$ cat src/verilog/eec_pkg.sv
// constants and types shared by the serial memory client
package eec_pkg;

    // control byte device-type code; the value is arbitrary
    localparam logic [3:0] EEC_CTRL_CODE   = 4'h6;
    // control byte fields
    localparam int         EEC_CODE_MSB    = 7;
    localparam int         EEC_CODE_LSB    = 4;
    localparam int         EEC_CS_MSB      = 3;
    localparam int         EEC_CS_LSB      = 1;
    localparam int         EEC_RW_BIT      = 0;
    localparam logic       EEC_RW_READ     = 1'b1;

    // array geometry
    localparam int         EEC_ADDR_W      = 8;
    localparam int         EEC_ARRAY_DEPTH = 256;
    localparam int         EEC_PAGE_MAX    = 16;
    localparam int         EEC_IDX_W       = 4;
    localparam logic [7:0] EEC_MASK_CASC   = 8'h0F;
    localparam logic [7:0] EEC_MASK_PLAIN  = 8'h07;
    localparam int         EEC_PROT_BIT    = 7;

    // bits per byte, counted on clock rises
    localparam logic [3:0] EEC_BITS_BYTE   = 4'h8;

    // write cycle time
    localparam longint     EEC_CLK_HZ      = 20_000_000;
    localparam longint     EEC_TWC_MS      = 5;
    localparam int         EEC_TWC_CYC     = int'((EEC_TWC_MS * EEC_CLK_HZ) / 1000);

    // reset values
    localparam logic [7:0] EEC_PTR_RST     = 8'h00;
    localparam logic [7:0] EEC_BYTE_RST    = 8'h00;

    // sampled bus lines travel together
    typedef struct packed {
        logic scl;
        logic sda;
    } eec_lines_t;

    typedef enum {
        EEC_ST_IDLE,
        EEC_ST_CTRL,
        EEC_ST_ADDR,
        EEC_ST_WDATA,
        EEC_ST_RDATA,
        EEC_ST_IGNORE
    } eec_state_t;

endpackage : eec_pkg

$ cat src/verilog/eec_client.sv
// serial memory client: bus decode, addressing, page write and read
`timescale 1ns/1ps

module eec_client
    import eec_pkg::*;
#(
    parameter bit CASCADE         = 1'b1,
    parameter int WRITE_CYCLE_CYC = EEC_TWC_CYC
) (
    input  wire logic clk_in,
    input  wire logic rst_n_in,
    input  wire logic scl_in,
    input  wire logic sda_in,
    output logic      sda_out,
    output logic      sda_oe_out,
    input  wire logic chip_sel_in_0,
    input  wire logic chip_sel_in_1,
    input  wire logic chip_sel_in_2,
    output logic      busy_out
);

    localparam int         TMR_W     = $clog2(WRITE_CYCLE_CYC + 1);
    localparam logic [7:0] PAGE_MASK = CASCADE ? EEC_MASK_CASC : EEC_MASK_PLAIN;

    eec_lines_t       sync1_r;
    eec_lines_t       sync2_r;
    eec_lines_t       sync3_r;
    eec_lines_t       filt_r;
    eec_lines_t       prev_r;

    eec_state_t       state_r;
    logic [3:0]       bit_cnt_r;
    logic             ack_phase_r;
    logic [7:0]       shift_r;
    logic [7:0]       tx_r;
    logic [7:0]       ptr_r;
    logic [7:0]       wbase_r;
    logic             sda_oe_r;
    logic             sda_o_r;
    logic             host_ack_r;
    logic [EEC_PAGE_MAX-1:0] valid_r;
    logic [2:0]       strap_s1_r;
    logic [2:0]       strap_s2_r;
    logic [2:0]       strap_s3_r;
    logic [2:0]       strap_r;
    logic             busy_r;
    logic [TMR_W-1:0] timer_r;

    logic [7:0]       page_buf [EEC_PAGE_MAX];
    logic [7:0]       mem      [EEC_ARRAY_DEPTH];

    logic             start_det;
    logic             stop_det;
    logic             scl_rise;
    logic             scl_fall;
    logic             byte_done;
    logic             ack_end;
    logic             ctrl_match;
    logic             buf_we;
    logic [EEC_IDX_W-1:0] wr_idx;
    logic [EEC_IDX_W-1:0] cm_idx;
    logic [7:0]       cm_addr;
    logic [7:0]       ptr_page_nxt;

    // three stages; a level counts once stages two and three agree
    always_ff @(posedge clk_in or negedge rst_n_in) begin
        if (!rst_n_in) begin
            sync1_r <= '{scl: 1'b1, sda: 1'b1};
            sync2_r <= '{scl: 1'b1, sda: 1'b1};
            sync3_r <= '{scl: 1'b1, sda: 1'b1};
        end else begin
            sync1_r <= '{scl: scl_in, sda: sda_in};
            sync2_r <= sync1_r;
            sync3_r <= sync2_r;
        end
    end

    always_ff @(posedge clk_in or negedge rst_n_in) begin
        if (!rst_n_in) begin
            filt_r <= '{scl: 1'b1, sda: 1'b1};
            prev_r <= '{scl: 1'b1, sda: 1'b1};
        end else begin
            if (sync2_r.scl == sync3_r.scl) begin
                filt_r.scl <= sync3_r.scl;
            end
            if (sync2_r.sda == sync3_r.sda) begin
                filt_r.sda <= sync3_r.sda;
            end
            // one clock behind the filter, for edge detection
            prev_r <= filt_r;
        end
    end

    // straps are pins too: same three stages and agree filter as the bus lines
    always_ff @(posedge clk_in or negedge rst_n_in) begin
        if (!rst_n_in) begin
            strap_s1_r <= 3'h0;
            strap_s2_r <= 3'h0;
            strap_s3_r <= 3'h0;
            strap_r    <= 3'h0;
        end else begin
            strap_s1_r <= {chip_sel_in_2, chip_sel_in_1, chip_sel_in_0};
            strap_s2_r <= strap_s1_r;
            strap_s3_r <= strap_s2_r;
            if (strap_s2_r == strap_s3_r) begin
                strap_r <= strap_s3_r;
            end
        end
    end

    always_comb begin
        // line events are only meaningful with clock high from before
        start_det = filt_r.scl && prev_r.scl && prev_r.sda && !filt_r.sda;
        stop_det  = filt_r.scl && prev_r.scl && !prev_r.sda && filt_r.sda;
        scl_rise  = filt_r.scl && !prev_r.scl;
        scl_fall  = !filt_r.scl && prev_r.scl;
        byte_done = scl_fall && !ack_phase_r && (bit_cnt_r == EEC_BITS_BYTE);
        ack_end   = scl_fall && ack_phase_r;
        ctrl_match = (shift_r[EEC_CODE_MSB:EEC_CODE_LSB] == EEC_CTRL_CODE)
                  && (!CASCADE || (shift_r[EEC_CS_MSB:EEC_CS_LSB] == strap_r))
                  && !busy_r;
        buf_we    = byte_done && (state_r == EEC_ST_WDATA);
        wr_idx    = ptr_r[EEC_IDX_W-1:0] & PAGE_MASK[EEC_IDX_W-1:0];
        ptr_page_nxt = (ptr_r & ~PAGE_MASK) | ((ptr_r + 8'h01) & PAGE_MASK);
        cm_idx    = timer_r[EEC_IDX_W-1:0];
        cm_addr   = (wbase_r & ~PAGE_MASK) | {{(8 - EEC_IDX_W){1'b0}}, cm_idx};
    end

    // protocol engine: bit counting, acknowledge, address and read data
    always_ff @(posedge clk_in or negedge rst_n_in) begin
        if (!rst_n_in) begin
            state_r     <= EEC_ST_IDLE;
            bit_cnt_r   <= 4'h0;
            ack_phase_r <= 1'b0;
            shift_r     <= EEC_BYTE_RST;
            tx_r        <= EEC_BYTE_RST;
            ptr_r       <= EEC_PTR_RST;
            wbase_r     <= EEC_PTR_RST;
            sda_oe_r    <= 1'b0;
            host_ack_r  <= 1'b0;
            valid_r     <= '0;
        end else if (start_det) begin
            // repeated start drops an uncommitted page, keeps the pointer
            state_r     <= EEC_ST_CTRL;
            bit_cnt_r   <= 4'h0;
            ack_phase_r <= 1'b0;
            sda_oe_r    <= 1'b0;
            // a poll during the write cycle must not drop the page being committed
            if (!busy_r) begin
                valid_r <= '0;
            end
        end else if (stop_det) begin
            state_r     <= EEC_ST_IDLE;
            ack_phase_r <= 1'b0;
            sda_oe_r    <= 1'b0;
        end else if (state_r != EEC_ST_IDLE && state_r != EEC_ST_IGNORE) begin
            if (scl_rise) begin
                if (!ack_phase_r) begin
                    shift_r   <= {shift_r[6:0], filt_r.sda};
                    bit_cnt_r <= bit_cnt_r + 4'h1;
                end else begin
                    host_ack_r <= !filt_r.sda;
                end
            end else if (byte_done) begin
                ack_phase_r <= 1'b1;
                bit_cnt_r   <= 4'h0;
                case (state_r)
                    EEC_ST_CTRL: begin
                        if (ctrl_match) begin
                            sda_oe_r <= 1'b1;
                            if (shift_r[EEC_RW_BIT] == EEC_RW_READ) begin
                                state_r <= EEC_ST_RDATA;
                            end else begin
                                state_r <= EEC_ST_ADDR;
                            end
                        end else begin
                            sda_oe_r <= 1'b0;
                            state_r  <= EEC_ST_IGNORE;
                        end
                    end
                    EEC_ST_ADDR: begin
                        ptr_r    <= shift_r;
                        wbase_r  <= shift_r;
                        valid_r  <= '0;
                        sda_oe_r <= 1'b1;
                        state_r  <= EEC_ST_WDATA;
                    end
                    EEC_ST_WDATA: begin
                        valid_r[wr_idx] <= 1'b1;
                        ptr_r    <= ptr_page_nxt;
                        sda_oe_r <= 1'b1;
                    end
                    EEC_ST_RDATA: begin
                        sda_oe_r <= 1'b0;
                    end
                    default: begin
                        sda_oe_r <= 1'b0;
                    end
                endcase
            end else if (ack_end) begin
                ack_phase_r <= 1'b0;
                // acknowledge ends with the ninth pulse; a read below may drive again
                sda_oe_r    <= 1'b0;
                if (state_r == EEC_ST_RDATA) begin
                    if (host_ack_r) begin
                        // first byte after control ack, or host asked for more
                        tx_r     <= mem[ptr_r];
                        sda_oe_r <= !mem[ptr_r][7];
                        ptr_r    <= ptr_r + 8'h01;
                    end else begin
                        state_r <= EEC_ST_IGNORE;
                    end
                end
                host_ack_r <= 1'b0;
            end else if (scl_fall && state_r == EEC_ST_RDATA) begin
                tx_r     <= {tx_r[6:0], 1'b0};
                sda_oe_r <= !tx_r[6];
            end
            if (byte_done && state_r == EEC_ST_CTRL && ctrl_match
                    && shift_r[EEC_RW_BIT] == EEC_RW_READ) begin
                // control ack counts as the go-ahead for the first byte
                host_ack_r <= 1'b1;
            end
        end
    end

    // page buffer has no reset; entries count only once marked valid
    always_ff @(posedge clk_in) begin
        if (buf_we) begin
            page_buf[wr_idx] <= shift_r;
        end
    end

    // write cycle: commit the buffer, then hold busy for the full time
    always_ff @(posedge clk_in or negedge rst_n_in) begin
        if (!rst_n_in) begin
            busy_r  <= 1'b0;
            timer_r <= '0;
        end else if (!busy_r) begin
            // a stop with no data byte leaves the array alone
            if (stop_det && state_r == EEC_ST_WDATA && (|valid_r)) begin
                busy_r  <= 1'b1;
                timer_r <= '0;
            end
        end else if (timer_r == TMR_W'(WRITE_CYCLE_CYC - 1)) begin
            busy_r  <= 1'b0;
            timer_r <= '0;
        end else begin
            timer_r <= timer_r + TMR_W'(1);
        end
    end

    // the array itself is not reset
    always_ff @(posedge clk_in) begin
        if (busy_r && timer_r < TMR_W'(EEC_PAGE_MAX) && valid_r[cm_idx]
                && !cm_addr[EEC_PROT_BIT]) begin
            mem[cm_addr] <= page_buf[cm_idx];
        end
    end

    // open drain: only ever pulls low
    always_ff @(posedge clk_in or negedge rst_n_in) begin
        if (!rst_n_in) begin
            sda_o_r <= 1'b0;
        end else begin
            sda_o_r <= 1'b0;
        end
    end

    // outputs come straight from their flip-flops
    always_comb begin
        sda_out    = sda_o_r;
        sda_oe_out = sda_oe_r;
        busy_out   = busy_r;
    end

endmodule : eec_client

$ cat config.mk
export PLATFORM = sky130hd
export DESIGN_NAME = eec_client
export DESIGN_NICKNAME = d
export VERILOG_FILES = /design/src/verilog/eec_pkg.sv /design/src/verilog/eec_client.sv
export SDC_FILE = /design/constraint.sdc
export NUM_CORES = 2
export LEC_CHECK = 0
export ABC_AREA = 1
export BUFFER_PORTS_ARGS = -buffer_cell sky130_fd_sc_hd__buf_4
export CAP_MARGIN = 20
export CORE_MARGIN = 4
export CORE_UTILIZATION = 25
export DETAILED_ROUTE_END_ITERATION = 10
export SYNTH_ARGS = -nofsm -noshare
export SYNTH_HDL_FRONTEND = slang
export SYNTH_SLANG_ARGS = --single-unit
$ cat constraint.sdc
create_clock -name clk_in -period 12.2 [get_ports clk_in]
set_input_delay 0 -clock clk_in [delete_from_list [all_inputs] [get_ports clk_in]]
set_output_delay 0 -clock clk_in [all_outputs]
set_load 0.02 [all_outputs]
==> results.cfg <==
[routing]
postRouteAntennaNets = 0
vias = 58655
viasPerCell = 4.354
drt_pass1_iterations = 6
routedWlPerCell_um = 16.54
routed_wl_mm = 222.8
drcViolationCount = 0
drt_iter0_drc = 6294

[clock_tree]
clkTransAtPathRegs_ns = 0.07
clkSinkCount = 2269
cts_hold_buf = 13
post_cts.repair.setup_buffers = 0
cts_tree = done
numCtsBuffers = 219
cts_buffer_depth = 3
clk_root_buffer_cell = clkbuf_16
cts_resized = 0
ctsHtreeMaxLevel = 4
clkLatencyLatePin_ns = 0.89

[critical_path]
cpMaxStageDelayCell = buf_4
startpoint_type = flip-flop
rrSetupSlack_ns = 7.13
reg2reg_depth = 14
cp_max_fo = 85
path_class = flip-flop to flip-flop
r2r_end = sda_oe_out
cp_num_buf_inv = 3
r2r_start = ptr_r[1]
crit_required_ns = 12.97
crit_path_cell_trace = buf_4 > buf_4 > buf_4 > o21ai_0 > o22ai_1 > nand2_1 > nand4_1 > nand2_1 > nand3_1 > nand3_1 > nand3_1 > nand2_1 > nand2_1 > nand2_1
cpLargestDelayFamily = buffers and inverters
cp.arrival_ns = 5.85
cpPeakStageDelay_ns = 0.89
crit_top_cell = nand2_1
end_kind = flip-flop

[cells_and_area]
syn_to_final_growth_pct = 17.28
nets = 8501
fin_cells = 13470
n_fill_cell = 37087
drive_gt1_share_pct = 5.142

[sta]
holdWs_ns = 0.2648
layout_setup_ws_ns = 7.128
finalSetupTns_ns = 0
slew_headroom_pct = 23.70
max_freq_mhz = 197.1
fin_skew_ns = 0.05249
fin_crit_ns = 5.072
finalSetupViolations = 0
worst_slew_pin_slew_ns = 1.142
min_period_over_period_pct = 41.58
rsz0062_at_grt = no
final_max_slew_viol_count = 0
hold_violations = 0

[floorplan]
io-pin-count = 10
die-area_um2 = 374900
rows = 221
die_y_um = 612.3
die_w_um = 612.3
core_um2 = 363100
initial_core_util_pct = 25.14

[power_and_ir_drop]
ir_worst_vdd_v = 0.0001638
pwr-share-comb_pct = 1.2
power.density_nw_per_um2 = 145.2
intPower_mw = 12.37
switchingPower_mw = 3.171
seqPwrFrac_pct = 56.0
swShare_pct = 20.40
power.leakage_nw = 38.79
pwr-share-clk_pct = 42.8

[synthesis]
synth-seq-cells = 2269
syn_avg_cell_area_um2 = 12.04
yosysMostFrequentCell = edfxtp_1
synth-edff-count = 2176
synthTopCellsByArea = edfxtp_1 (72%), nor2_1 (6.3%), o21ai_0 (5.8%)
yosys_warnings = 0
synth_common_cells = edfxtp_1 (2176), nor2_1 (1539), nand2_1 (1139), o21ai_0 (1053), nand3_1 (302)
synth_ff_type = edfxtp_1
synth_top_area_share_pct = 71.58
ys_seq_area_share_pct = 74.14
synth_top_area_cell = edfxtp_1
async_reset_ff_share_pct = 4.099
ys_types = 47
netlist_area_um2 = 91290
synthCells = 7583

[grt]
grt_use_total_pct = 11.52
grt_pass1_vias = 55027
grt_max_degree = 221
antenna_found_initial = 5
grt_pass1_wl_mm = 338.4
grt_overflow = 0

[placed_design]
routabilityCongestion = 0.8059
placedCellCount = 13043
dpl.hpwl_mm = 116.5
port_buffers = 8
place_ws_ns = 7.200

[outcome]
status = completed

[min_path]
min_path_type = input port to asynchronous set/reset pin

[job]
maxCapViolCount = 0
## tightest hold or removal path, cell delays in order
cell and delay (ns):
dlygate4sd3_1 0.52, dlygate4sd3_1 0.54, buf_4 0.22
## layout make-up
type	instances	area [um2]	area share, %
clock buffer	283	5813	5.430
sequential	2269	67690	63.23
tap	4794	5998	5.603
antenna	2	5.005	0.004675
inverter	192	742.0	0.6930
timing repair buffer	118	1094	1.021
multi-input combinational	5684	24520	22.91
clock inverter	128	1192	1.114
## registers in the layout (all words and copies together) (netlist names), 2 cells and up
signal	cells
sync2_r	2
timer_r	17
strap_s3_r	3
strap_s2_r	3
sync1_r	2
sync3_r	2
ptr_r	8
bit_cnt_r	4
valid_r	16
filt_r	2
strap_s1_r	3
shift_r	8
wbase_r	4
prev_r	2
state_r	3
tx_r	7
page_buf	128
mem	2048
strap_r	3
## cell families after synthesis
logic type                 after synthesis  synth area share (%)
AOI/OAI and AO/OA                     1521                 8.753
xor gates and xnor gates                 6               0.05756
adders and majority gates               12                0.1590
buffers and inverters                  654                 3.229
DFF                                   2269                 74.14
muxes                                    3               0.03563
other                                    1              0.004108
and+or+nand+nor                       3117                 13.62
## cell usage in the layout (no fill, tap or decap), drive strengths merged, types with 2 or more instances in the layout
cell type    count
clkinv         107
a21oi          136
o22ai          247
o211ai           2
o32ai            3
a31oi           11
nor2          1543
buf            106
maj3             2
dlygate4sd3     12
nand4           82
nand2         1144
o21a             2
xor2             4
a32oi            2
nor4             9
nor3            25
conb          1025
diode            2
a22o             2
bufinv          16
edfxtp        2176
mux2             2
dfrtp           83
dfstp           10
o21ai         1111
inv            192
ha              10
clkinvlp         5
nand3          302
clkbuf         283
xnor2            2
nand3b          11
## metal layers
| layer | wire length [um] | track usage, % |
|---|---|---|
| met5 | 0 | 0 |
| met4 | 5420 | 3.352 |
| met3 | 14540 | 1.893 |
| met2 | 102900 | 18.40 |
| met1 | 99910 | 16.07 |
## through the flow
step	instance area (um2)	util [%]	power, mW
after CTS	107000	29.48	15.68
after global placement	99880	27.51	9.032
after floorplan	95130	-	8.957
after detailed placement	99880	27.51	9.039
after global routing	107100	29.49	16.05
final	107100	29.49	15.54
## power groups by stage
stage                     registers (mW)  clock network, mW  logic (mW)
after floorplan                     8.82                  0       0.133
after global placement              8.87                  0       0.167
after detailed placement            8.87                  0       0.170
after CTS                           8.70               6.80       0.175
after global routing                8.71               7.12       0.222
final                               8.70               6.65       0.184
## worst max path at each step
stage,from,to,slack [ns],depth (start not counted)
final,ptr_r[1],sda_oe_out,7.13,14
after global routing,ptr_r[1],sda_oe_out,6.83,14
after floorplan,timer_r[0],mem[0][0],5.32,9
after global placement,ptr_r[1],sda_oe_out,7.18,14
after detailed placement,ptr_r[1],sda_oe_out,7.20,14
after CTS,ptr_r[1],sda_oe_out,7.17,14
Power figures use the tool's default switching activity.
